File: src/logic/fdc_cmd_pkg.sv
// constants, opcode kinds and sequencer states of the floppy command sequencer
// assumes one clock domain and a byte-wide command/result port toward the host
// How it works
// read id opcode 0x001010, one drive byte
// read id returns three status, four id
// verify opcode with three flags and 10110
// verify moves no data, only checks
// write opcode 00101, host data to drive
// write deleted opcode 01001, deleted mark
// host sends seven id/length parameter bytes
// these commands return seven result bytes
// drive byte: head bit2, drive bits1:0
// version query returns one byte, no execution
package fdc_cmd_pkg;

    typedef enum logic [2:0] {
        KIND_NONE      = 3'b000,
        KIND_READ_ID   = 3'b001,
        KIND_VERIFY    = 3'b010,
        KIND_VERSION   = 3'b011,
        KIND_WRITE     = 3'b100,
        KIND_WRITE_DEL = 3'b101
    } cmd_kind_t;

    typedef enum logic [2:0] {
        ST_IDLE   = 3'b000,
        ST_PARAM  = 3'b001,
        ST_START  = 3'b010,
        ST_EXEC   = 3'b011,
        ST_RESULT = 3'b100
    } seq_state_t;

    // opcode fields
    localparam logic [4:0] OP_READ_ID   = 5'h0A;
    localparam logic [4:0] OP_VERIFY    = 5'h16;
    localparam logic [4:0] OP_WRITE     = 5'h05;
    localparam logic [4:0] OP_WRITE_DEL = 5'h09;
    localparam logic [7:0] OP_VERSION   = 8'h10;
    localparam int         BIT_MULTI    = 7;
    localparam int         BIT_DENSITY  = 6;
    localparam int         BIT_SKIP     = 5;

    // drive byte fields
    localparam int         BIT_COUNT_EN = 7;
    localparam int         BIT_HEAD     = 2;
    localparam int         BIT_DRV_HI   = 1;
    localparam int         BIT_DRV_LO   = 0;
    localparam logic [7:0] DRV_RSVD_MASK = 8'h78;

    // byte counts
    localparam logic [3:0] PRM_LEN_SHORT = 4'h1;
    localparam logic [3:0] PRM_LEN_LONG  = 4'h8;
    localparam logic [2:0] RES_LEN_ONE   = 3'h1;
    localparam logic [2:0] RES_LEN_FULL  = 3'h7;

    // answers without execution
    localparam logic [7:0] VERSION_BYTE = 8'h90;
    localparam logic [7:0] INVALID_BYTE = 8'h80;
    localparam logic [7:0] BYTE_RESET   = 8'h00;

endpackage

File: src/logic/fdc_cmd_seq.sv
// command, execution and result sequencer for id readback, verify, version and writes
// assumes host and drive-side logic run on i_sys_clk; no synchronisers are needed
`timescale 1ns/1ps
`default_nettype none
module fdc_cmd_seq (
    input  wire logic                   i_sys_clk,
    input  wire logic                   i_reset,
    // host command bytes
    input  wire logic                   i_cmd_valid,
    input  wire logic [7:0]             i_cmd_byte,
    output logic                        o_cmd_ready,
    // host result bytes
    output logic                        o_res_valid,
    output logic      [7:0]             o_res_byte,
    input  wire logic                   i_res_ready,
    // host write data
    input  wire logic                   i_wr_valid,
    input  wire logic [7:0]             i_wr_byte,
    output logic                        o_wr_ready,
    // execution request toward the drive engine
    output logic                        o_exec_start,
    output logic                        o_exec_busy,
    output fdc_cmd_pkg::cmd_kind_t      o_exec_kind,
    output logic                        o_multitrack_flag,
    output logic                        o_double_density_flag,
    output logic                        o_skip_deleted_flag,
    output logic                        o_count_enable_flag,
    output logic                        o_deleted_mark,
    output logic                        o_head_select,
    output logic                        o_drive_num_hi,
    output logic                        o_drive_num_lo,
    output logic      [7:0]             o_cylinder,
    output logic      [7:0]             o_head_addr,
    output logic      [7:0]             o_record,
    output logic      [7:0]             o_size_code,
    output logic      [7:0]             o_last_sector_number,
    output logic      [7:0]             o_gap_length_param,
    output logic      [7:0]             o_data_length_param,
    output logic                        o_host_data_en,
    // write data toward the floppy_drive
    output logic                        o_drv_wr_valid,
    output logic      [7:0]             o_drv_wr_byte,
    input  wire logic                   i_drv_wr_ready,
    // completion from the drive engine
    input  wire logic                   i_exec_done,
    input  wire logic [7:0]             i_result_status_a,
    input  wire logic [7:0]             i_result_status_b,
    input  wire logic [7:0]             i_result_status_c,
    input  wire logic [7:0]             i_end_cylinder,
    input  wire logic [7:0]             i_end_head,
    input  wire logic [7:0]             i_end_record,
    input  wire logic [7:0]             i_end_size_code,
    // status
    output logic                        o_cmd_invalid
);
    fdc_cmd_pkg::seq_state_t state_q;
    fdc_cmd_pkg::seq_state_t state_d;
    fdc_cmd_pkg::cmd_kind_t  kind_q;
    fdc_cmd_pkg::cmd_kind_t  dec_kind;
    logic [3:0]              dec_prm_len;
    logic [7:0]              op_q;
    logic [7:0]              prm_q [0:7];
    logic [3:0]              prm_len_q;
    logic [3:0]              prm_idx_q;
    logic [7:0]              res_q [0:6];
    logic [2:0]              res_len_q;
    logic [2:0]              res_idx_q;
    logic                    start_q;
    logic                    invalid_q;

    fdc_opcode_decode u_decode (
        .i_opcode  (i_cmd_byte),
        .o_kind    (dec_kind),
        .o_prm_len (dec_prm_len)
    );

    wire logic cmd_take   = i_cmd_valid && o_cmd_ready;
    wire logic res_take   = o_res_valid && i_res_ready;
    wire logic in_idle    = (state_q == fdc_cmd_pkg::ST_IDLE);
    wire logic in_param   = (state_q == fdc_cmd_pkg::ST_PARAM);
    wire logic in_exec    = (state_q == fdc_cmd_pkg::ST_EXEC);
    wire logic last_prm   = in_param && cmd_take && (prm_idx_q == prm_len_q - 4'h1);
    wire logic last_res   = res_take && (res_idx_q == res_len_q - 3'h1);
    wire logic op_taken   = in_idle && cmd_take;
    wire logic op_bad     = op_taken && (dec_kind == fdc_cmd_pkg::KIND_NONE);
    wire logic op_version = op_taken && (dec_kind == fdc_cmd_pkg::KIND_VERSION);
    // reserved drive bits set: refuse rather than guess which drive was meant
    wire logic drv_bad    = in_param && cmd_take && (prm_idx_q == 4'h0) &&
                            ((i_cmd_byte & fdc_cmd_pkg::DRV_RSVD_MASK) != 8'h00);
    wire logic is_write   = (kind_q == fdc_cmd_pkg::KIND_WRITE) ||
                            (kind_q == fdc_cmd_pkg::KIND_WRITE_DEL);
    // verify and id readback never open the host data path
    wire logic data_path  = in_exec && is_write;
    wire logic done_take  = in_exec && i_exec_done;

    // count-enable only exists in the verify drive byte
    wire logic cnt_en_sel = (kind_q == fdc_cmd_pkg::KIND_VERIFY) &&
                            prm_q[0][fdc_cmd_pkg::BIT_COUNT_EN];

    always_comb begin
        state_d = state_q;
        case (state_q)
            fdc_cmd_pkg::ST_IDLE: begin
                if (op_bad || op_version) begin
                    state_d = fdc_cmd_pkg::ST_RESULT;
                end else if (op_taken) begin
                    state_d = fdc_cmd_pkg::ST_PARAM;
                end
            end
            fdc_cmd_pkg::ST_PARAM: begin
                if (drv_bad) begin
                    state_d = fdc_cmd_pkg::ST_RESULT;
                end else if (last_prm) begin
                    state_d = fdc_cmd_pkg::ST_START;
                end
            end
            fdc_cmd_pkg::ST_START: begin
                state_d = fdc_cmd_pkg::ST_EXEC;
            end
            fdc_cmd_pkg::ST_EXEC: begin
                if (i_exec_done) begin
                    state_d = fdc_cmd_pkg::ST_RESULT;
                end
            end
            fdc_cmd_pkg::ST_RESULT: begin
                if (last_res) begin
                    state_d = fdc_cmd_pkg::ST_IDLE;
                end
            end
            default: begin
                state_d = fdc_cmd_pkg::ST_IDLE;
            end
        endcase
    end

    always_ff @(posedge i_sys_clk) begin
        if (i_reset) begin
            state_q <= fdc_cmd_pkg::ST_IDLE;
        end else begin
            state_q <= state_d;
        end
    end

    always_ff @(posedge i_sys_clk) begin
        if (i_reset) begin
            kind_q    <= fdc_cmd_pkg::KIND_NONE;
            op_q      <= fdc_cmd_pkg::BYTE_RESET;
            prm_len_q <= 4'h0;
        end else if (op_taken) begin
            kind_q    <= dec_kind;
            op_q      <= i_cmd_byte;
            prm_len_q <= dec_prm_len;
        end
    end

    always_ff @(posedge i_sys_clk) begin
        if (i_reset) begin
            prm_idx_q <= 4'h0;
        end else if (op_taken) begin
            prm_idx_q <= 4'h0;
        end else if (in_param && cmd_take) begin
            prm_idx_q <= prm_idx_q + 4'h1;
        end
    end

    // parameter bytes land in arrival order: drive, c, h, r, n, last, gap, length
    always_ff @(posedge i_sys_clk) begin
        if (i_reset) begin
            for (int i = 0; i < 8; i++) begin
                prm_q[i] <= fdc_cmd_pkg::BYTE_RESET;
            end
        end else if (in_param && cmd_take) begin
            prm_q[prm_idx_q[2:0]] <= i_cmd_byte;
        end
    end

    // result bytes: status a, b, c then the id reached
    always_ff @(posedge i_sys_clk) begin
        if (i_reset) begin
            for (int i = 0; i < 7; i++) begin
                res_q[i] <= fdc_cmd_pkg::BYTE_RESET;
            end
            res_len_q <= 3'h0;
        end else if (op_version) begin
            res_q[0]  <= fdc_cmd_pkg::VERSION_BYTE;
            res_len_q <= fdc_cmd_pkg::RES_LEN_ONE;
        end else if (op_bad || drv_bad) begin
            res_q[0]  <= fdc_cmd_pkg::INVALID_BYTE;
            res_len_q <= fdc_cmd_pkg::RES_LEN_ONE;
        end else if (done_take) begin
            res_q[0]  <= i_result_status_a;
            res_q[1]  <= i_result_status_b;
            res_q[2]  <= i_result_status_c;
            res_q[3]  <= i_end_cylinder;
            res_q[4]  <= i_end_head;
            res_q[5]  <= i_end_record;
            res_q[6]  <= i_end_size_code;
            res_len_q <= fdc_cmd_pkg::RES_LEN_FULL;
        end
    end

    always_ff @(posedge i_sys_clk) begin
        if (i_reset) begin
            res_idx_q <= 3'h0;
        end else if (last_res) begin
            res_idx_q <= 3'h0;
        end else if (res_take) begin
            res_idx_q <= res_idx_q + 3'h1;
        end
    end

    always_ff @(posedge i_sys_clk) begin
        if (i_reset) begin
            start_q   <= 1'b0;
            invalid_q <= 1'b0;
        end else begin
            start_q   <= last_prm && !drv_bad;
            invalid_q <= op_bad || drv_bad;
        end
    end

    // host handshakes
    assign o_cmd_ready  = in_idle || in_param;
    assign o_res_valid  = (state_q == fdc_cmd_pkg::ST_RESULT);
    assign o_res_byte   = res_q[res_idx_q];
    assign o_cmd_invalid = invalid_q;

    // execution request, held steady while busy
    assign o_exec_start          = start_q;
    assign o_exec_busy           = in_exec;
    assign o_exec_kind           = kind_q;
    assign o_multitrack_flag     = op_q[fdc_cmd_pkg::BIT_MULTI] &&
                                   (kind_q != fdc_cmd_pkg::KIND_READ_ID);
    assign o_double_density_flag = op_q[fdc_cmd_pkg::BIT_DENSITY];
    assign o_skip_deleted_flag   = op_q[fdc_cmd_pkg::BIT_SKIP] &&
                                   (kind_q == fdc_cmd_pkg::KIND_VERIFY);
    assign o_count_enable_flag   = cnt_en_sel;
    assign o_deleted_mark        = (kind_q == fdc_cmd_pkg::KIND_WRITE_DEL);
    assign o_head_select         = prm_q[0][fdc_cmd_pkg::BIT_HEAD];
    assign o_drive_num_hi        = prm_q[0][fdc_cmd_pkg::BIT_DRV_HI];
    assign o_drive_num_lo        = prm_q[0][fdc_cmd_pkg::BIT_DRV_LO];
    assign o_cylinder            = prm_q[1];
    assign o_head_addr           = prm_q[2];
    assign o_record              = prm_q[3];
    assign o_size_code           = prm_q[4];
    assign o_last_sector_number  = prm_q[5];
    assign o_gap_length_param    = prm_q[6];
    // length or sector count for verify, chosen by count-enable downstream
    assign o_data_length_param   = prm_q[7];
    assign o_host_data_en        = data_path;

    // write stream passes straight through so the drive stalls the host
    assign o_drv_wr_valid = data_path && i_wr_valid;
    assign o_drv_wr_byte  = i_wr_byte;
    assign o_wr_ready     = data_path && i_drv_wr_ready;
endmodule
`default_nettype wire

File: src/logic/fdc_opcode_decode.sv
// opcode decoder: first command byte to command kind and parameter count
// assumes the byte is stable while the sequencer samples it
`timescale 1ns/1ps
`default_nettype none
module fdc_opcode_decode (
    input  wire logic [7:0]             i_opcode,
    output fdc_cmd_pkg::cmd_kind_t      o_kind,
    output logic      [3:0]             o_prm_len
);
    wire logic [4:0] low5    = i_opcode[4:0];
    wire logic       bit7    = i_opcode[fdc_cmd_pkg::BIT_MULTI];
    wire logic       bit5    = i_opcode[fdc_cmd_pkg::BIT_SKIP];
    wire logic       is_rdid = (low5 == fdc_cmd_pkg::OP_READ_ID) && !bit7 && !bit5;
    wire logic       is_vfy  = (low5 == fdc_cmd_pkg::OP_VERIFY);
    wire logic       is_wr   = (low5 == fdc_cmd_pkg::OP_WRITE) && !bit5;
    wire logic       is_wrd  = (low5 == fdc_cmd_pkg::OP_WRITE_DEL) && !bit5;
    wire logic       is_ver  = (i_opcode == fdc_cmd_pkg::OP_VERSION);

    assign o_kind = is_rdid ? fdc_cmd_pkg::KIND_READ_ID :
                    is_vfy  ? fdc_cmd_pkg::KIND_VERIFY :
                    is_wr   ? fdc_cmd_pkg::KIND_WRITE :
                    is_wrd  ? fdc_cmd_pkg::KIND_WRITE_DEL :
                    is_ver  ? fdc_cmd_pkg::KIND_VERSION :
                              fdc_cmd_pkg::KIND_NONE;

    // drive byte plus seven id and length bytes for the long commands
    assign o_prm_len = is_rdid ? fdc_cmd_pkg::PRM_LEN_SHORT :
                       (is_vfy || is_wr || is_wrd) ? fdc_cmd_pkg::PRM_LEN_LONG :
                       4'h0;
endmodule
`default_nettype wire

File: config.mk
export PLATFORM = sky130hd
export DESIGN_NAME = fdc_cmd_seq
export DESIGN_NICKNAME = d
export VERILOG_FILES = /design/src/logic/fdc_cmd_pkg.sv /design/src/logic/fdc_cmd_seq.sv /design/src/logic/fdc_opcode_decode.sv
export SDC_FILE = /design/constraint.sdc
export NUM_CORES = 1
export LEC_CHECK = 0
export BUFFER_PORTS_ARGS = -buffer_cell sky130_fd_sc_hd__buf_2
export CORE_MARGIN = 8
export CORE_UTILIZATION = 48
export DETAILED_ROUTE_END_ITERATION = 8
export PLACE_DENSITY_LB_ADDON = 0.2
export SLEW_MARGIN = 10
export SYNTH_ARGS = -nofsm -noshare
export SYNTH_HDL_FRONTEND = slang
export SYNTH_SLANG_ARGS = --single-unit
File: constraint.sdc
create_clock -name i_sys_clk -period 2.2 [get_ports i_sys_clk]
set_input_delay 0.33 -clock i_sys_clk [delete_from_list [all_inputs] [get_ports i_sys_clk]]
set_output_delay 0.33 -clock i_sys_clk [all_outputs]
set_load 0.01 [all_outputs]
==> results of run 1 <==
[power breakdown]
group | leakage, nW | internal [mW] | switching [mW]
Sequential | 1.41 | 3.14 | 0.147
Clock | 0.268 | 1.66 | 1.08
Combinational | 1.81 | 0.710 | 0.716
Total | 3.48 | 5.52 | 1.94
[cell families after synthesis]
logic type | synth area share, %
compound gates | 4.78
simple gates | 20.5
fa+ha+maj | 0.789
mux | 6.00
xor+xnor | 1.38
buf+inv | 3.71
flops | 62.8
[metrics by stage]
step	TNS [ns]	power, mW	setup slack [ns]	area [um^2]	utilization, %
global placement	0	4.64	0.104	7430	56.8
CTS	-0.0503	7.48	-0.0248	8070	61.7
floorplan	-2.14	4.15	-0.134	6340	-
finish	-0.0159	7.46	-0.0155	8100	61.9
detailed placement	0	4.67	0.0914	7430	56.8
global route	-0.247	7.76	-0.0633	8100	61.9
[worst max-delay path, stage by stage, from the launching register on]
cell and delay (ns):
dfxtp_4 0.38, buf_12 0.13, mux4_2 0.54, mux2_4 0.30
buf_6 0.12
[sequential cells by signal (all words and copies together), names as in the netlist, 3 cells and up, named ones only]
name and flops:
state_q 3, res_q 56, prm_idx_q 4, res_idx_q 3, prm_q 60, op_q 3
o_exec_kind 3
[placed cells by master (no fill, tap or decap), drive strengths merged, types with 10 or more instances in the layout]
cell    count
and3       47
mux2i      11
a21oi      10
edfxtp    116
buf       191
nor2       25
nand2      32
dfxtp      25
clkbuf     18
o21ai      17
and2       64
[path summary, 6_finish.rpt]
check | to | slack, ns | startpoint | depth (start not counted)
min | res_q[6][1] | 0.22 | i_end_size_code[1] | 2
min reg2reg | op_q[6] | 0.46 | op_q[6] | 2
max reg2reg | res_q[0][7] | 0.18 | res_len_q[1] | 7
max | o_res_byte[2] | -0.02 | flop | 4
[cell type report]
class	count	area, um^2	area share [%]
tap	176	220	2.72
inverter	7	26.3	0.324
timing repair buffer	191	1140	14.1
clock inverter	14	144	1.78
sequential	141	3990	49.3
clock buffer	18	429	5.30
multi-input combinational	299	2150	26.5
[what timing repair did]
item	4_1_cts	5_1_grt
setup endpoints to repair	10	11
buffers inserted	2	0
pin swaps	0	0
endpoints found under the hold margin	0	0
resized for setup	8	8
gates cloned	1	0
[routing by layer]
layer  global-route usage, %  up-vias
met3                    4.99       16
li1                        -     2101
met5                       0        -
met1                    21.7     2038
met4                    5.47        0
met2                    27.6      128
==> run metrics, run 1 <==
Avg Inst Size Synth=12.9 um^2; Synth Flop Type=edfxtp_1; first-pass GRT wire length=22,300 um; met2 routed WL=7040 um; vias after detailed routing=4,283; CP arrival=1.89 ns; crit path launch type=flop; Synth Warn #=0; RSZ-0062 raised after global routing=yes; routed vias/inst=between 5 and 6; cell taking the most area after synthesis=edfxtp_1; post-route ant nets=0; status=finished, violations left; port bufs=153; fillcell total=roughly 1.0k; vias in the first global route=4,414; post-synthesis cell count=490; FP Rows=42; post-synthesis sequential area ratio=62.8%; count leader, synth=edfxtp_1; DRT met1 WL=6230 um; power per cell area=920 mW/mm^2; initial antenna violation count=0; CTS root buf=clkbuf_16; Peak VDD IR=540 uV; Cell variety after synth=57; #FFs+latches synth=roughly 140; die area=between 0.015 and 0.02 mm^2; Tot GR Track Use=17.1%; ys async rst share=0%; EDFF count, synth=~120; First DRT Iteration DRCs=334; hpwl dp=10,800 um; CP required=1.87 ns; H-tree depth=4; clock slew at reported path FFs=0.06 ns; Post-Syn Area=0.00634 mm^2; min Tclk post-route=2.22 ns; wire per inst=17.0 um; CTS tree=done; worst hold path type=primary input to flop; TritonCTS Sinks=141; final setup margin=-0.0155 ns; fin crit share=101%; FMAX=about 450 MHz; CTS buffer count=17; failing checks=setup timing; top cell type's share of synthesized area=between 50 and 60%; Starting Density=approximately half; Worst slew margin=69.5%; routability cong.=0.780; Layout Nets=740; Leakage=between 3 and 4 nW; layout cells sized above 1=39.0%; CP Class=flop to output port; Final setup viols=2; Critical Path Sink Type=output port; die width=131 um; largest cells by area after synthesis=edfxtp_1 55%, dfxtp_1 7.9%, and2_1 6.3%; Worst-Margin Slew=0.457 ns; chip height=131 um; Mapped Nets=573; CP max FO=6; total length of routed wires=14,400 um; # Max-Cap Violations=0; core area=0.0131 mm^2; drt first pass iters=4; DR top layer=met4; grt ovf=0; metal3 WL=just over 900 um; Area growth syn-to-layout=27.8%; Placed Cells incl. Taps=811; Clock Skews=0.00964 ns; diode count=0; Hold Fails Final Rpt=0; Slew Viols, Final=0; worst skew pair latency=0.41 ns; worst-case clock buffer depth=2; WHS=0.219 ns; largest net degree at the start of global routing=49; DRC=0; # IOs=170; hold buffers post-CTS=0; top cells by count, synth=116 x edfxtp_1, 64 x and2_1, 47 x and3_1; post-route insts no fill=846
Power figures use the tool's default switching activity.
==> run 2: changes to the inputs <==
--- a/config.mk
+++ b/config.mk
@@ -5,10 +5,11 @@
 export SDC_FILE = /design/constraint.sdc
 export NUM_CORES = 1
 export LEC_CHECK = 0
-export BUFFER_PORTS_ARGS = -buffer_cell sky130_fd_sc_hd__buf_2
 export CORE_MARGIN = 8
-export CORE_UTILIZATION = 48
+export CORE_UTILIZATION = 49
 export DETAILED_ROUTE_END_ITERATION = 8
+export DONT_BUFFER_PORTS = 1
+export GPL_TIMING_DRIVEN = 0
 export PLACE_DENSITY_LB_ADDON = 0.2
 export SLEW_MARGIN = 10
 export SYNTH_ARGS = -nofsm -noshare
==> run metrics, run 2 (synthesized netlist as in run 1, its figures left out) <==
Final Cell Area=0.00737 mm^2; final setup margin=0.0430 ns; wire per inst=approximately 22 um; # IOs=170; Sw Pwr=1.91 mW; Area growth syn-to-layout=16.3%; P_int=between 5 and 6 mW; top register by number of flip-flops=prm_q; most common cell after layout, fill and taps aside=edfxtp_1; routed vias/inst=5.52; CP max FO=4; Placed Area=0.00656 mm^2; hpwl dp=roughly 11,000 um; min Tclk post-route=between 2 and 2.5 ns; chip height=130 um; Leakage=2.83 nW; first-pass GRT wire length=22,500 um; clock share of power=39.5%; First DRT Iteration DRCs=353; drt first pass iters=4; multi-input logic area=0.00222 mm^2; hold buffers post-CTS=0; CTS buffer count=17; Final Core Density=a little under 60%; layout cells sized above 1=between 10% and 20%; Sequential cell area=0.00399 mm^2; Worst-Margin Slew=0.967 ns; Starting Density=about 50%; initial antenna violation count=0; CTS tree=done; Layout Nets=approximately 600; vias after detailed routing=3,873; worst skew pair latency=approximately 0.42 ns; fillcell total=1,029; CP Class=flop to output port; Critical Path Sink Type=output port; total length of routed wires=15,100 um; CTS root buf=clkbuf_16; status=completed; CP required=1.87 ns; Switching Fraction=25.6%; port bufs=0; Final setup viols=0; most frequent cells in the layout=116 x edfxtp_1, 64 x and2_1, 47 x and3_1; die area=0.0168 mm^2; clock slew at reported path FFs=roughly 0.060 ns; fin crit share=between 90% and 100%; CP arrival=1.83 ns; setup TNS=0 ns; Peak VDD IR=557 uV; grt ovf=0; largest net degree at the start of global routing=49; worst-case clock buffer depth=2; top flop regs=prm_q (60), res_q (56), prm_idx_q (4); # Max-Cap Violations=0; core area=0.0126 mm^2; FP Rows=41; RSZ-0062 raised after global routing=yes; routability cong.=0.845; H-tree depth=4; Slew Viols, Final=0; diode count=0; Tot GR Track Use=18.1%; vias in the first global route=4,039; DRC=0; FMAX=about 460 MHz; post-route ant nets=0; Tot Pwr=7.47 mW; power per cell area=1010 mW/mm^2; crit path launch type=flop; Reg power frac=43.9%; Clock Skews=0.00624 ns; die width=around 130 um; Hold Fails Final Rpt=0; TritonCTS Sinks=141; post-place setup slack=-0.495 ns; Logic pwr share=16.6%; worst hold path type=primary input to flop; Worst slew margin=a little over a third; max FFs per register=60
-- run 2: layout make-up --
cell class              count  area share, %
flip-flops and latches    141           54.1
multi-input cells         299           30.1
clock buffers              20           5.92
plain buffers              43           3.26
well taps                 172           2.92
clock inverters            12           2.29
repair buffers              7           1.05
inverters                   7          0.356
-- run 2: worst max-delay path: stages (launching register included) --
cell and delay [ns]:
dfxtp_2 0.32, buf_6 0.12, buf_12 0.11, mux4_2 0.53
mux2_2 0.32
-- run 2: per-layer routing --
metal,up-vias,track usage (%),part of all wire (%)
li1,1820,-,-
met1,1860,22.2,43
met2,172,29.5,48
met3,21,6.04,7.4
met4,0,6.28,1.6
met5,-,0,0
-- run 2: through the flow --
stage	cells	hold WS (ns)
floorplan	490	0.431
global placement	662	0.447
detailed placement	662	0.446
CTS	697	0.0430
global route	701	0.0469
finish	701	0.0561
-- run 2: repair_timing --
item,CTS,global route
pin swaps,0,0
setup buffers,3,4
gates resized for setup,26,13
endpoints found under the setup margin,126,122
hold endpoints to repair,0,0
-- run 2: final timing paths --
kind                               startpoint            end  slack [ns]  cells after the start
worst max-delay path                     flop  o_res_byte[2]        0.04                      4
worst max register to register     state_q[2]    prm_q[4][2]        0.08                      5
worst min-delay path            i_cmd_byte[6]        op_q[6]        0.06                      2
worst min register to register        op_q[7]        op_q[7]        0.46                      2
-- run 2: power groups by stage --
stage | combinational (mW) | clock (mW) | sequential [mW]
2_1_floorplan | 0.859 | 0 | 3.29
3_3_place_gp | 1.07 | 0 | 3.33
3_5_place_dp | 1.09 | 0 | 3.34
4_1_cts | 1.17 | 2.98 | 3.28
5_1_grt | 1.35 | 3.12 | 3.30
6_report | 1.24 | 2.95 | 3.28
==> run 3: changes to the inputs <==
--- a/config.mk
+++ b/config.mk
@@ -14,4 +14,5 @@
 export SLEW_MARGIN = 10
 export SYNTH_ARGS = -nofsm -noshare
 export SYNTH_HDL_FRONTEND = slang
+export SYNTH_HIERARCHICAL = 1
 export SYNTH_SLANG_ARGS = --single-unit
==> run metrics, run 3 <==
post-route insts no fill=between 700 and 800; core area=0.0127 mm^2; Placed Area=~0.0066 mm^2; Hold Path Depth=2; Hold Fails Final Rpt=0; Critical Path Sink Type=output port; count leader, synth=edfxtp_1; power per cell area=900 mW/mm^2; CTS buffer count=17; Final Core Density=58.7%; Leakage=2.86 nW; top cells by count, synth=116 x edfxtp_1, 57 x and2_1, 47 x and3_1; drt first pass iters=4; Placed Cells incl. Taps=676; cell taking the most area after synthesis=edfxtp_1; initial antenna violation count=4; CP Class=flop to output port; fillcell total=slightly above 1k; reg2reg setup slack=0.09 ns; largest net degree at the start of global routing=49; # IOs=170; CP required=1.87 ns; CP arrival=1.80 ns; top cell type's share of synthesized area=54.6%; Hold EP=op_q[6]; most frequent cells in the layout=116 x edfxtp_1, 56 x and2_1, 46 x and3_1; fin crit share=a little over nine tenths; RR Endpoint=res_q[0][1]; EDFF count, synth=between 100 and 150; Tot GR Track Use=a little under a fifth; FMAX=469 MHz; First DRT Iteration DRCs=341; die width=between 100 and 150 um; Final setup viols=0; vias after detailed routing=4,056; Starting Density=50.3%; layout cells sized above 1=between 20% and 30%; post-route ant nets=0; first-pass GRT wire length=23,400 um; Clock Skews=0.0104 ns; routed vias/inst=5.63; min Tclk post-route=~2.1 ns; Worst-Margin Slew=0.831 ns; routability cong.=approximately 0.76; most common cell after layout, fill and taps aside=edfxtp_1; Cell variety after synth=48; H-tree depth=4; Tot Pwr=6.70 mW; vias in the first global route=4,092; TritonCTS Sinks=143; multi-input logic area=~0.0023 mm^2; Min-Delay Startpoint=i_cmd_byte[6]; Post-Syn Area=0.00637 mm^2; CTS root buf=clkbuf_16; Reg2Reg Depth=4; largest cells by area after synthesis=edfxtp_1 55%, dfxtp_1 8.5%, and2_1 5.6%; grt ovf=0; worst skew pair latency=a little over 0.4 ns; wire per inst=21.6 um; max FFs per register=60; post-synthesis sequential area ratio=about 63%; post-place setup slack=-0.747 ns; crit path launch type=flop; Worst slew margin=a little over two fifths; WHS=0.0622 ns; RSZ-0062 raised after global routing=no; worst hold path type=primary input to flop; Synth Flop Type=edfxtp_1; DRC=0; die area=0.0169 mm^2; setup TNS=0 ns; worst-case clock buffer depth=2; CP max FO=5; clock slew at reported path FFs=roughly 0.06 ns; hold buffers post-CTS=0; FP Rows=41; ys async rst share=0%; total length of routed wires=~16,000 um; Sequential cell area=0.00403 mm^2; port bufs=0; Avg Inst Size Synth=12.7 um^2; Synth Warn #=6; CTS tree=done; Peak VDD IR=between 400 and 500 uV; # Max-Cap Violations=0; Final Cell Area=0.00744 mm^2; chip height=130 um; status=completed; Area growth syn-to-layout=16.7%; Slew Viols, Final=0; #FFs+latches synth=roughly 140; R2R Path Start=state_q[0]; post-synthesis cell count=503; Layout Nets=618; top flop regs=prm_q (60), res_q (56); top register by number of flip-flops=prm_q; final setup margin=0.0665 ns; hpwl dp=11,000 um
## run 3: cell count changes after synthesis, moves of 4 or more
cell and delta:
nand2_1 +10, nor2b_1 +4, and2_1 -7, buf_2 -10
a21oi_1 +6, and2_2 +7, xor2_1 +4
## run 3: kinds of logic after synthesis
logic type                 Yosys count  synth area share, %
AOI/OAI and AO/OA                   37                 3.36
and+or+nand+nor                    229                 21.1
buffers and inverters               47                 3.49
muxes                               25                 5.65
other                                1               0.0588
DFF                                143                 63.1
xor gates and xnor gates            16                 2.20
adders and majority gates            5                0.981
## run 3: layout make-up
cell class / count / share of cell area [%]
clock inverters: 12 / 1.93
flip-flops and latches: 143 / 54.1
clock buffers: 20 / 5.87
well taps: 172 / 2.89
plain buffers: 37 / 2.93
repair buffers: 12 / 1.21
diodes: 2 / 0.0672
multi-input cells: 314 / 30.5
inverters: 9 / 0.454
## run 3: how the worst max path moves through the flow
stage                    start  slack, ns  cells past startpoint       endpoint
finish                    flop       0.07                      4  o_res_byte[4]
global route        state_q[0]      0.006                      5     o_wr_ready
CTS                 state_q[2]      -0.18                      5    prm_q[2][5]
detailed placement     i_reset      -0.75                      5    res_q[6][6]
global placement       i_reset      -0.66                      5    res_q[6][4]
floorplan           state_q[2]       0.06                      5    prm_q[3][0]
## run 3: routing by layer
layer | vias up | GRT usage (%) | wire length [um]
met5 | - | 0 | 28
met4 | 4 | 6.42 | 189
met3 | 22 | 5.83 | 1190
met2 | 170 | 30.4 | 7860
met1 | 1998 | 23.3 | 6340
li1 | 1862 | - | -
## run 3: where the power goes
part           switching [mW]  total [mW]  internal (mW)
Sequential             0.0990        3.17           3.07
Clock                    1.06        2.83           1.77
Combinational           0.389       0.703          0.314
## run 3: worst max-delay path, cell delays in order (launching register included)
cell	delay [ns]
dfxtp_1	0.32
buf_6	0.13
buf_4	0.13
mux4_2	0.50
mux2_2	0.32
## run 3: timing repair
| item | in CTS | in global routing |
|---|---|---|
| setup endpoints to repair | 128 | 193 |
| setup buffers | 4 | 8 |
| pin swaps | 1 | 3 |
| resized for setup | 21 | 32 |
